$ cat config.mk
export PLATFORM = sky130hd
export DESIGN_NAME = ecp_top
export DESIGN_NICKNAME = d
export VERILOG_FILES = /design/src/ecp_top.v /design/src/ecp_edge_sync.v
export VERILOG_INCLUDE_DIRS = /design/src
export SDC_FILE = /design/constraint.sdc
export NUM_CORES = 1
export LEC_CHECK = 0
export BUFFER_PORTS_ARGS = -buffer_cell sky130_fd_sc_hd__clkbuf_2
export CAP_MARGIN = 40
export CORE_UTILIZATION = 47
export DETAILED_ROUTE_END_ITERATION = 10
export PLACE_DENSITY = 0.86
export SYNTH_ARGS = -nofsm -noshare
export SYNTH_HDL_FRONTEND = slang
export SYNTH_SLANG_ARGS = --single-unit
$ cat constraint.sdc
create_clock -name CLOCK -period 4 [get_ports CLOCK]
set_clock_uncertainty 0.15 [all_clocks]
set_input_delay 0.2 -clock CLOCK [delete_from_list [all_inputs] [get_ports CLOCK]]
set_output_delay 0.2 -clock CLOCK [all_outputs]
set_load 0.005 [all_outputs]
$ cat src/ecp_consts.vh
`ifndef ECP_CONSTS_VH
`define ECP_CONSTS_VH

// ----------------------------------------
// Widths
// ----------------------------------------
`define ECP_CNT_W        32
`define ECP_NUM_TS       4
`define ECP_IDX_W        2
`define ECP_NUM_FLAGS    7

// ----------------------------------------
// Event flag positions
// ----------------------------------------
`define ECP_FLG_CEVT1    0
`define ECP_FLG_CEVT4    3
`define ECP_FLG_OVF      4
`define ECP_FLG_PRD      5
`define ECP_FLG_CMP      6

// ----------------------------------------
// Reset values
// ----------------------------------------
`define ECP_CNT_RST      32'h00000000
`define ECP_TS_RST       32'h00000000
`define ECP_IDX_RST      2'h0
`define ECP_FLAGS_RST    7'h00
`define ECP_CNT_MAX      32'hFFFFFFFF

// ----------------------------------------
// Timing counts
// ----------------------------------------
`define ECP_SYNC_STAGES  3
`define ECP_MIN_PULSE_CYC 2

`endif

$ cat src/ecp_top.v
// Functional notes
// RULE1 - Capture latches counter on qualifying input edge
// RULE2 - One mode bit selects capture or PWM
// RULE3 - PWM mode counter counts up only
// RULE4 - Timestamp one period, timestamp two compare
// RULE5 - Timestamps three, four shadow period, compare
// RULE6 - Both modes share four timestamp registers
// RULE7 - Sync input loads counter; sync output driven
// RULE8 - All events merged onto one interrupt
// RULE9 - Nothing advances while clock enable low
// RULE10 - Source holds capture pulse at least two cycles
// RULE11 - Captures rotate through four registers, flag each
`include "ecp_consts.vh"

module ecp_top (
   // Clock and reset
   input  wire                     CLOCK,
   input  wire                     SYS_RST,
   // System control gate
   input  wire                     CLK_ENABLE,
   // Mode and capture control
   input  wire                     MODE_SELECT_BIT,
   input  wire                     CAPTURE_FALLING,
   input  wire                     EVENT_IN,
   // Counter synchronisation
   input  wire                     SYNC_ENABLE,
   input  wire [`ECP_CNT_W-1:0]    SYNC_PHASE,
   input  wire                     COUNTER_SYNC_INPUT,
   output reg                      COUNTER_SYNC_OUTPUT,
   // Shadow load for PWM mode
   input  wire                     SHADOW_WRITE,
   input  wire [`ECP_CNT_W-1:0]    SHADOW_PERIOD,
   input  wire [`ECP_CNT_W-1:0]    SHADOW_COMPARE,
   // Interrupt control
   input  wire [`ECP_NUM_FLAGS-1:0] INT_MASK,
   input  wire [`ECP_NUM_FLAGS-1:0] FLAG_CLEAR,
   output reg  [`ECP_NUM_FLAGS-1:0] EVENT_FLAGS,
   output reg                      CHANNEL_INTERRUPT,
   // Status and data
   output wire [`ECP_CNT_W-1:0]    COUNTER_VALUE,
   output reg  [`ECP_IDX_W-1:0]    CAPTURE_INDEX,
   output wire [`ECP_CNT_W-1:0]    TIMESTAMP_REG_1,
   output wire [`ECP_CNT_W-1:0]    TIMESTAMP_REG_2,
   output wire [`ECP_CNT_W-1:0]    TIMESTAMP_REG_3,
   output wire [`ECP_CNT_W-1:0]    TIMESTAMP_REG_4,
   output reg                      AUXILIARY_PWM_OUTPUT
);

   // ----------------------------------------
   // Event input edges
   // ----------------------------------------
   wire evt_rise;
   wire evt_fall;

   ecp_edge_sync u_sync (
      .CLOCK   (CLOCK),
      .SYS_RST (SYS_RST),
      .ENABLE  (CLK_ENABLE),
      .PIN_IN  (EVENT_IN),
      .RISE    (evt_rise),
      .FALL    (evt_fall)
   );

   // ----------------------------------------
   // Mode decode
   // ----------------------------------------
   wire                  pwm_mode;
   wire                  cap_mode;
   wire                  cap_evt;
   wire                  sync_hit;
   reg  [`ECP_CNT_W-1:0] cnt_q;
   reg  [`ECP_CNT_W-1:0] ts_q [0:`ECP_NUM_TS-1];
   wire                  prd_hit;
   wire                  cmp_hit;
   wire                  ovf_hit;

   assign pwm_mode = MODE_SELECT_BIT;                                 // [RULE2]
   assign cap_mode = ~MODE_SELECT_BIT;                                // [RULE2]
   // Pulses shorter than the qualifier window are not seen
   assign cap_evt  = cap_mode & (CAPTURE_FALLING ? evt_fall : evt_rise); // [RULE1] [RULE10]
   assign sync_hit = SYNC_ENABLE & COUNTER_SYNC_INPUT;
   assign prd_hit  = pwm_mode & (cnt_q >= ts_q[0]);                   // [RULE4]
   assign cmp_hit  = pwm_mode & (cnt_q == ts_q[1]);                   // [RULE4]
   assign ovf_hit  = cap_mode & (cnt_q == `ECP_CNT_MAX);

   assign COUNTER_VALUE   = cnt_q;
   assign TIMESTAMP_REG_1 = ts_q[0];
   assign TIMESTAMP_REG_2 = ts_q[1];
   assign TIMESTAMP_REG_3 = ts_q[2];
   assign TIMESTAMP_REG_4 = ts_q[3];

   // ----------------------------------------
   // Counter
   // ----------------------------------------
   always @(posedge CLOCK) begin
      if (SYS_RST) begin
         cnt_q <= `ECP_CNT_RST;
      end else if (CLK_ENABLE) begin                                  // [RULE9]
         if (sync_hit) begin
            cnt_q <= SYNC_PHASE;                                      // [RULE7]
         end else if (prd_hit) begin
            cnt_q <= `ECP_CNT_RST;                                    // [RULE3]
         end else begin
            cnt_q <= cnt_q + 32'h00000001;                            // [RULE3]
         end
      end
   end

   // ----------------------------------------
   // Sync output
   // ----------------------------------------
   always @(posedge CLOCK) begin
      if (SYS_RST) begin
         COUNTER_SYNC_OUTPUT <= 1'b0;
      end else if (CLK_ENABLE) begin
         COUNTER_SYNC_OUTPUT <= sync_hit | prd_hit | ovf_hit;         // [RULE7]
      end else begin
         COUNTER_SYNC_OUTPUT <= 1'b0;
      end
   end

   // ----------------------------------------
   // Capture pointer
   // ----------------------------------------
   always @(posedge CLOCK) begin
      if (SYS_RST) begin
         CAPTURE_INDEX <= `ECP_IDX_RST;
      end else if (CLK_ENABLE && cap_evt) begin
         CAPTURE_INDEX <= CAPTURE_INDEX + 2'h1;                       // [RULE11]
      end
   end

   // ----------------------------------------
   // Shared timestamp registers
   // ----------------------------------------
   genvar i;
   generate
      for (i = 0; i < `ECP_NUM_TS; i = i + 1) begin : g_ts
         always @(posedge CLOCK) begin
            if (SYS_RST) begin
               ts_q[i] <= `ECP_TS_RST;
            end else if (CLK_ENABLE) begin                            // [RULE9]
               if (cap_evt && (CAPTURE_INDEX == i)) begin
                  ts_q[i] <= cnt_q;                                   // [RULE1] [RULE6] [RULE11]
               end else if (pwm_mode && prd_hit && (i < 2)) begin
                  ts_q[i] <= ts_q[(i + 2) % `ECP_NUM_TS];             // [RULE5] [RULE6]
               end else if (pwm_mode && SHADOW_WRITE && (i == 2)) begin
                  ts_q[i] <= SHADOW_PERIOD;                           // [RULE5]
               end else if (pwm_mode && SHADOW_WRITE && (i == 3)) begin
                  ts_q[i] <= SHADOW_COMPARE;                          // [RULE5]
               end
            end
         end
      end
   endgenerate

   // ----------------------------------------
   // PWM output
   // ----------------------------------------
   always @(posedge CLOCK) begin
      if (SYS_RST) begin
         AUXILIARY_PWM_OUTPUT <= 1'b0;
      end else if (CLK_ENABLE) begin
         if (cap_mode) begin
            AUXILIARY_PWM_OUTPUT <= 1'b0;                             // [RULE2]
         end else if (prd_hit) begin
            AUXILIARY_PWM_OUTPUT <= (ts_q[3] != `ECP_CNT_RST);        // [RULE3]
         end else if (cmp_hit) begin
            AUXILIARY_PWM_OUTPUT <= 1'b0;                             // [RULE4]
         end
      end
   end

   // ----------------------------------------
   // Event flags and interrupt
   // ----------------------------------------
   wire [`ECP_NUM_FLAGS-1:0] flag_set;

   generate
      for (i = 0; i < `ECP_NUM_TS; i = i + 1) begin : g_cset
         assign flag_set[`ECP_FLG_CEVT1 + i] = cap_evt & (CAPTURE_INDEX == i); // [RULE11]
      end
   endgenerate
   assign flag_set[`ECP_FLG_OVF] = ovf_hit;
   assign flag_set[`ECP_FLG_PRD] = prd_hit;
   assign flag_set[`ECP_FLG_CMP] = cmp_hit;

   generate
      for (i = 0; i < `ECP_NUM_FLAGS; i = i + 1) begin : g_flag
         always @(posedge CLOCK) begin
            if (SYS_RST) begin
               EVENT_FLAGS[i] <= 1'b0;
            end else if (CLK_ENABLE) begin                            // [RULE9]
               // Set beats a clear in the same cycle
               if (flag_set[i]) begin
                  EVENT_FLAGS[i] <= 1'b1;                             // [RULE8]
               end else if (FLAG_CLEAR[i]) begin
                  EVENT_FLAGS[i] <= 1'b0;
               end
            end
         end
      end
   endgenerate

   always @(posedge CLOCK) begin
      if (SYS_RST) begin
         CHANNEL_INTERRUPT <= 1'b0;
      end else if (CLK_ENABLE) begin
         CHANNEL_INTERRUPT <= |(EVENT_FLAGS & INT_MASK);              // [RULE8]
      end
   end

endmodule

$ cat src/ecp_edge_sync.v
`include "ecp_consts.vh"

module ecp_edge_sync (
   // Clock and reset
   input  wire CLOCK,
   input  wire SYS_RST,
   input  wire ENABLE,
   // Pin side
   input  wire PIN_IN,
   // Edge pulses
   output reg  RISE,
   output reg  FALL
);

   // ----------------------------------------
   // Three-stage synchroniser
   // ----------------------------------------
   reg ff1_q;
   reg ff2_q;
   reg ff3_q;
   reg level_q;

   always @(posedge CLOCK) begin
      if (SYS_RST) begin
         ff1_q   <= 1'b0;
         ff2_q   <= 1'b0;
         ff3_q   <= 1'b0;
         level_q <= 1'b0;
         RISE    <= 1'b0;
         FALL    <= 1'b0;
      end else if (ENABLE) begin
         ff1_q <= PIN_IN;
         ff2_q <= ff1_q;
         ff3_q <= ff2_q;
         RISE  <= 1'b0;
         FALL  <= 1'b0;
         // Change counts once stages two and three agree
         if ((ff2_q == ff3_q) && (ff3_q != level_q)) begin
            level_q <= ff3_q;
            RISE    <= ff3_q;
            FALL    <= ~ff3_q;
         end
      end else begin
         RISE <= 1'b0;
         FALL <= 1'b0;
      end
   end

endmodule

Yosys cells after proc, flatten, opt, wreduce, memory -nomap -nowiden
Memory sizes are Yosys's and may differ from the RTL's.
Cells that the tools add are included.
{"block": "totals", "reg_bits": 50, "latch_bits": 0, "ram_bits": 128, "romBits": 0, "input_bits": 119, "n_memories": 1}
{"memory": "ts_q", "depth": 4, "word_bits": 32, "rd": 4, "rd_ports_with_merged_regs": 0, "write_ports": 4, "line_no": "ecp_top.v:72", "source": "reg [`ECP_CNT_W-1:0] ts_q [0:`ECP_NUM_TS-1];"}
{"block": "classes", "n_addsub": 2, "multipliers": 0, "div": 0, "n_lt_le_gt_ge": 1, "eq_ne": 8, "shift": 0, "muxes": 64, "bitwise": 24, "n_reduce_logical": 29}
{"op": "32-bit two-way mux", "count": 10}
{"op": "1-bit two-way mux", "count": 54}
{"op": "32-bit by 1-bit adder with 32-bit output, second input constant", "count": 1}
{"op": "32-bit == test", "count": 1}
{"op": "32-bit == test, second input constant", "count": 1}
{"op": "32-bit greater-or-equal comparator", "count": 1}
{"op": "32-bit nonzero test", "count": 1}
{"op": "2-bit AND reduction", "count": 9}
{"op": "2-bit nonzero test", "count": 7}
{"op": "1-bit bitwise OR", "count": 10}
{"op": "1-bit AND", "count": 9}
{"op": "1-bit logical AND", "count": 8}
{"op": "7-bit AND", "count": 1}
{"op": "7-bit OR reduction", "count": 1}
{"op": "2-bit == test, second input constant", "count": 2}
{"op": "1-bit inverter", "count": 4}
{"op": "3-bit by 1-bit != test with 1-bit output, second input constant", "count": 1}
{"op": "3-bit OR reduction", "count": 1}
{"op": "2-bit by 1-bit adder with 2-bit output, second input constant", "count": 1}
{"op": "2-bit by 1-bit == test with 1-bit output, second input constant", "count": 1}
{"op": "2-bit zero test", "count": 1}
{"op": "2-bit OR reduction", "count": 1}
{"op": "1-bit == test", "count": 1}
{"op": "1-bit != test", "count": 1}

Logic depth before layout (Yosys ltp)
Gate-level depths: netlist (run 1).
{"block": "depth", "ltp_word": 9, "mapped_depth": 11, "mapped_depth_nobuf": 9}

Modules after synthesis
Synthesis (run 1) repeated with hierarchy kept, for this count alone.
{"block": "unflattened", "cells_unflattened": 834, "area_unflattened_um2": 9400.3}
{"module": "ecp_top", "instances": 1, "cells_each": 812, "area_each_um2": 9161.3, "seq_area_each_um2": 4724.5}
{"module": "ecp_edge_sync", "instances": 1, "cells_each": 22, "area_each_um2": 239.0, "seq_area_each_um2": 120.1}

Worst setup path before layout (run 1)
OpenSTA, ideal clock, no wires.
{"block": "synth_timing", "path_kind": "reg-to-reg", "from": "reg cnt_q[0], in the netlist COUNTER_VALUE[0]", "to": "mem ts_q[0][0] in the netlist's numbering, enable pin", "arrival_time_ns": 3.636, "required_time_ns": 3.419, "setup_slack_ns": -0.217, "stages_incl_launch_ff": 10, "n_path_buf": 1, "synth_period_minus_slack_ns": 4.217, "path_cell_list": "dfxtp_1 -> clkbuf_1 -> inv_1 -> ha_1 -> nand2b_1 -> a2111oi_2 -> o32a_2 -> a211oi_4 -> nor2_4 -> o211ai_1"}
{"element": "from (decl)", "line_no": "ecp_top.v:71", "source": "reg [`ECP_CNT_W-1:0] cnt_q;"}
{"element": "from (signal assigned)", "line_no": "ecp_top.v:97", "source": "cnt_q <= `ECP_CNT_RST;"}
{"element": "from (signal assigned)", "line_no": "ecp_top.v:102", "source": "cnt_q <= `ECP_CNT_RST;"}
{"element": "from (signal assigned)", "line_no": "ecp_top.v:104", "source": "cnt_q <= cnt_q + 32'h00000001;"}
{"element": "to (decl)", "line_no": "ecp_top.v:72"}

==> impl_metrics.toml, run 1 <==
[die]
start_util = 0.480
ioPinCount = 291
rows = 51
coreArea_um2 = 19500
dieHeight_um = 143
dieArea_um2 = 20500
die_w_um = 143

[routing]
ant_nets = 0
drt_iter0_markers = 1005
via_per_inst = 6.09
vias = 9075
dr.pass1.iters = 8
drc = 0
routed_wl_mm = 32.8
wl_per_cell_um = 22.0

[clocking]
path_clk_slew_ns = 0.07
clkLatencyLatePin_ns = 0.44
clock_path_buffers = 2
cts_buffers = 17
cts_tree = "done"
cts_max_level = 4
cts.sinks = 178
root_buffer = "clkbuf_16"
postCtsSetupRepairBufs = 0

[hold_path]
hp-class = "in2reg"

[global_route]
grt.overflow.total = 0
grt_max_degree = 67
grt_pass1_vias = 8688
antenna_found_initial = 3
grtUsageTotal = 0.319
grt_pass1_wl_mm = 48.5

[sta]
slew_viol_final = 0
worst_slew_pin_slew_ns = 0.707
max_slew_margin = 0.529
fin_crit_ns = 3.25
post-route-period-util = 0.814
grt_setup_unrepaired = "no"
timing.fmax_mhz = 307
setup_viol = 0
fin_hold_ws_ns = 0.0117
hold_violations = 0

[setup_path]
max_stage_delay_ns = 0.48
cpMaxStageDelayCell = "nor4_1"
path_class = "reg2reg"
required_ns = 3.93
arrival_ns = 3.18
start_kind = "flop"
endpoint_kind = "flop"
crit_chain = "inv_1, ha_1, nand4_1, nor4_1, nand2_1, a211oi_4, nor2_4, o211ai_1, buf_4"
cp_max_fo = 32

[logic_synthesis]
synthCells = 847
async_reset_ff_frac = 0
synth_seq_cells = 178
netlist_area_um2 = 9370
ys.flop_type = "edfxtp_1"
seq_area_frac_synth = 0.517
synth-edff-count = 128
syn_avg_cell_area_um2 = 11.1
synth_fp_nets = 1003
synth_cell_types = 57
yosys_warnings = 0

[finish]
drive_above_1_share = 0.319
synthToLayoutAreaGrowth_pct = 35.1
layout_commonest_cell = "clkbuf_2"
fillers = 1550
fin_util = 0.648
multi_input_area_um2 = 4020
final_cells = 1491
final_cell_mix = "clkbuf_2, a22o_1, edfxtp_1"
seqCellArea_um2 = 4850
nNetsFinal = 1366

[pwr]
vdd_drop_max_mv = 0.290
p_leak_nw = 5.47
powerDensity_nw_per_um2 = 360

[placement]
globalplace.congestion = 0.924
numPortBuffers = 290
hpwl_mm = 22.6
dp_cells = 1368

[status]
status = "finished clean"

[job]
drv_cap = 0
per-layer routing:
metal  global-route usage  vias to the layer above  share of wire
met5                    0                        -              0
met4                0.178                        0          0.046
met3               0.0610                      121           0.10
met2                0.502                      677           0.46
met1                0.414                     4277           0.39
li1                     -                     4000              -
metrics by stage:
step	area (µm²)	power, mW	worst slack (ns)	setup TNS, ns
after floorplan	9400	2.49	-0.00460	-0.147
after global placement	11200	2.79	0.810	0
after detailed placement	11200	2.80	0.789	0
after CTS	12600	4.54	0.759	0
after global routing	12700	4.69	0.446	0
final	12700	4.56	0.745	0
worst paths after layout:
kind                  start                 to  slack (ns)  depth (start not counted)
max             ts_q[0][31]        ts_q[0][10]        0.75                          9
min          SYNC_PHASE[10]  COUNTER_VALUE[10]        0.01                          3
max reg2reg     ts_q[0][31]        ts_q[0][10]        0.75                          9
min reg2reg  u_sync.level_q        u_sync.RISE        0.32                          1
area by class of cell:
class	count	area share
multi-input combinational	548	0.318
sequential	178	0.383
clock buffer	20	0.0353
tap	265	0.0262
antenna	3	0.000593
inverter	40	0.0121
timing repair buffer	425	0.214
clock inverter	12	0.0113
registers in the layout (all words and copies together) (netlist names), 2 cells and up:
register       cells
ts_q             128
COUNTER_VALUE     32
EVENT_FLAGS        7
CAPTURE_INDEX      2
cell families (layout without fill, tap and decap cells):
family                   after synthesis  after routing  synth area share
adder cells (fa/ha/maj)               37             37            0.0494
multiplexers                           6              6           0.00641
XOR/XNOR                              38             38            0.0355
buffers and inverters                121            497            0.0573
AND/OR/NAND/NOR                      212            212             0.122
flip-flops                           178            178             0.517
AO/OA/AOI/OAI                        255            255             0.212
other                                  0              3                 0
cells in the mapped netlist (6+ instances only):
library cell    n  area, µm²
nand3b_1        6       45.0
dfxtp_1        50       1000
clkbuf_1       60        225
nand3_1        21        105
ha_1           37        463
a22o_1        129       1130
nand4_1        15       93.8
nor2_1         29        109
edfxtp_1      128       3840
buf_8           6       90.1
nand2_1        60        225
o21ai_0        12       60.1
nor4_1         21        131
nand4b_1        8       70.1
and3_1         18        113
mux2i_1         6       60.1
inv_1          40        150
a21oi_1        40        200
a31oi_1        16        100
nor3_1         12       60.1
a22oi_1         9       67.6
xor2_1         33        289
a211oi_1        8       60.1
buf_2          12       60.1
what timing repair did:
action / in CTS / in global routing
hold buffers: 88 / 0
gates resized for setup: 0 / 0
endpoints found under the hold margin: 87 / 0
power breakdown:
group	internal (mW)	switching [mW]
registers	2.09	0.0827
clock network	0.951	0.754
logic	0.303	0.378
total	3.34	1.21
critical path: cells and delay by family, from the launching register on:
family,cells,cell delay (ns)
AND/OR/NAND/NOR,4,1.01
AO/OA/AOI/OAI,2,0.59
adder cells (fa/ha/maj),1,0.31
buffers and inverters,2,0.45
flip-flops,1,0.34
Power figures use the tool's default switching activity.
==> run 2: changes to the inputs <==
--- a/config.mk
+++ b/config.mk
@@ -6,11 +6,12 @@
 export SDC_FILE = /design/constraint.sdc
 export NUM_CORES = 1
 export LEC_CHECK = 0
+export ABC_AREA = 1
 export BUFFER_PORTS_ARGS = -buffer_cell sky130_fd_sc_hd__clkbuf_2
 export CAP_MARGIN = 40
-export CORE_UTILIZATION = 47
+export CORE_UTILIZATION = 48
 export DETAILED_ROUTE_END_ITERATION = 10
-export PLACE_DENSITY = 0.86
+export PLACE_DENSITY = 0.87
 export SYNTH_ARGS = -nofsm -noshare
 export SYNTH_HDL_FRONTEND = slang
 export SYNTH_SLANG_ARGS = --single-unit
==> constraint.sdc (replaced) <==
create_clock -name CLOCK -period 2.7 [get_ports CLOCK]
set_clock_uncertainty 0.15 [all_clocks]
set_input_delay 0.135 -clock CLOCK [delete_from_list [all_inputs] [get_ports CLOCK]]
set_output_delay 0.135 -clock CLOCK [all_outputs]
set_load 0.005 [all_outputs]
==> run 2 against run 1 <==
  * Sequential power is 49% higher
  * Clock-buffer cell count is 2 lower
  * Design area is 8.2% higher
  * Hold slack better by 0.18 ns
  * Setup slack worse by 0.59 ns
  * Register-to-register slack worse by 0.59 ns
  * First-iteration DRC count is 60% higher
  * Largest cell class unchanged
  * Maximum frequency is 28% higher
  * Routed wire length is 16% higher
==> impl_metrics.toml, run 2 <==
[global_route]
grtUsageTotal = 0.359
antenna_found_initial = 0
grt_pass1_wl_mm = 58.5
grt.overflow.total = 0
grt_pass1_vias = 10500
grt_max_degree = 78

[placement]
numPortBuffers = 290
dp_cells = 1777
globalplace.congestion = 0.993
hpwl_mm = 27.1
dpl_cell_area_um2 = 12000

[logic_synthesis]
synth-edff-count = 128
synth_cell_types = 37
yosysMostFrequentCell = "nand2_1"
synth_common_cells = "nand2_1, o21ai_0, inv_1"
ys.flop_type = "edfxtp_1"
async_reset_ff_frac = 0
yosys-top-cells-area = "edfxtp_1, nand2_1, dfxtp_1"
yosys.area.top_type = "edfxtp_1"
synthCells = 1225
seq_area_frac_synth = 0.486
synth_seq_cells = 178
yosys_warnings = 0
syn_avg_cell_area_um2 = 8.14
yosysTopAreaCellShare = 0.385
netlist_area_um2 = 9970
synth_fp_nets = 1381

[hold_path]
hp-class = "in2reg"
min_from = "CAPTURE_FALLING"

[setup_path]
start_kind = "flop"
required_ns = 2.69
arrival_ns = 2.54
critical_path.most_common_cell = "nand2_1"
crit_chain = "inv_1, ha_1, nand2_1, nor2_1, nand4_1, nor3_1, nand2_1, nand2_1, nand2_2, nand3_1, buf_12"
endpoint_kind = "flop"
cp_max_fo = 19
max_stage_delay_ns = 0.37
cp-startpoint = "ts_q[0][23]"
cpMaxStageDelayCell = "edfxtp_1"
reg2reg_from = "ts_q[0][23]"
path_class = "reg2reg"

[routing]
routed_wl_mm = 38.2
via_per_inst = 5.65
vias = 10900
dr.pass1.iters = 5
ant_nets = 0
drc = 0
wl_per_cell_um = 19.9
drt_iter0_markers = 1612

[finish]
final_cell_mix = "nand2_1, clkbuf_2, o21ai_0"
final_cells = 1923
layout_commonest_cell = "nand2_1"
synthToLayoutAreaGrowth_pct = 37.4
regMostFlops = "ts_q"
drive_above_1_share = 0.236
diodes = 0
nNetsFinal = 1796
final_area_um2 = 13700
largest_register_ffs = 128

[sta]
tns_ns = 0
setup_viol = 0
slew_viol_final = 0
max_slew_margin = 0.542
post-route-period-util = 0.943
hold_violations = 0
timing.fmax_mhz = 393
worst_slew_pin_slew_ns = 0.686
fin_crit_ns = 2.55
fin_hold_ws_ns = 0.194
grt_setup_unrepaired = "no"

[job]
drv_cap = 0

[die]
die_w_um = 146
dieArea_um2 = 21400
coreArea_um2 = 20300
start_util = 0.491
dieHeight_um = 146
ioPinCount = 291
rows = 52

[clocking]
cts_tree = "done"
path_clk_slew_ns = 0.07
cts_buffers = 17
clock_path_buffers = 2
cts_max_level = 4
root_buffer = "clkbuf_16"
clkLatencyLatePin_ns = 0.45
cts.sinks = 178

[pwr]
powerDensity_nw_per_um2 = 507
p_int_mw = 4.91
comb_power_share = 0.179
p_clk_frac = 0.356
swShare = 0.294
p_switching_mw = 2.04
vdd_drop_max_mv = 0.439
p_seq_frac = 0.465
p_leak_nw = 6.22
total_power_mw = 6.95

[status]
status = "finished clean"
run 2: changes by cell type after synthesis, sizes merged, moves of 9 or more:
| cell | delta |
|---|---|
| nor4 | -10 |
| and3 | -18 |
| a22oi | -9 |
| clkbuf | -21 |
| o21ai | +131 |
| inv | +104 |
| a22o | -129 |
| a21oi | +10 |
| nand3 | +73 |
| a31oi | -16 |
| o31ai | +31 |
| nor2 | +30 |
| nand2 | +268 |
run 2: cell type report:
| cell class | count | area, µm² |
|---|---|---|
| clock inverters | 14 | 148 |
| multi-input cells | 842 | 4330 |
| well taps | 270 | 338 |
| flip-flops and latches | 178 | 4850 |
| inverters | 146 | 553 |
| repair buffers | 455 | 3060 |
| clock buffers | 18 | 429 |
| fillers | 1630 | 6600 |
run 2: cell families (layout without fill, tap and decap cells):
kind of cell,Yosys count,after routing,share of synthesized area
AO/OA/AOI/OAI,235,235,0.128
AND/OR/NAND/NOR,533,533,0.226
buffers and inverters,205,633,0.0803
adder cells (fa/ha/maj),37,37,0.0464
XOR/XNOR,37,37,0.0325
flip-flops,178,178,0.486
run 2: worst max-delay path, delay by kind of cell, from the launching register on:
| kind | cells | cell delay [ns] |
|---|---|---|
| simple gates | 8 | 1.13 |
| flops | 1 | 0.37 |
| fa+ha+maj | 1 | 0.29 |
| buf+inv | 2 | 0.28 |
run 2: routing by layer:
metal,vias to the layer above,GRT usage,share of wire
li1,4945,-,-
met1,4916,0.465,0.38
met5,-,0,0
met4,0,0.198,0.054
met3,170,0.0816,0.12
met2,830,0.557,0.45
run 2: final timing paths:
kind	to	slack, ns	cells after the start
hold reg to reg	u_sync.FALL	0.30	1
hold / removal	EVENT_FLAGS[1]	0.19	7
setup reg to reg	ts_q[0][17]	0.15	11
setup / recovery	ts_q[0][17]	0.15	11
run 2: repair_timing:
item | CTS | global route
hold buffers | 112 | 0
buffers inserted | 0 | 2
resized for setup | 0 | 5
endpoints found under the setup margin | 0 | 67
hold endpoints to repair | 109 | 0
run 2: through the flow:
step,utilization,setup slack (ns)
after global routing,0.675,0.0282
after global placement,0.590,0.224
after CTS,0.674,0.0901
final,0.675,0.154
after floorplan,-,-0.154
after detailed placement,0.590,0.0974
run 2: power by group through the flow:
stage	Combinational [mW]	Clock (mW)	Sequential, mW
after floorplan	0.501	0	3.27
after global placement	1.04	0	3.28
after detailed placement	1.07	0	3.29
after CTS	1.21	2.46	3.23
after global routing	1.35	2.58	3.24
final	1.24	2.47	3.24
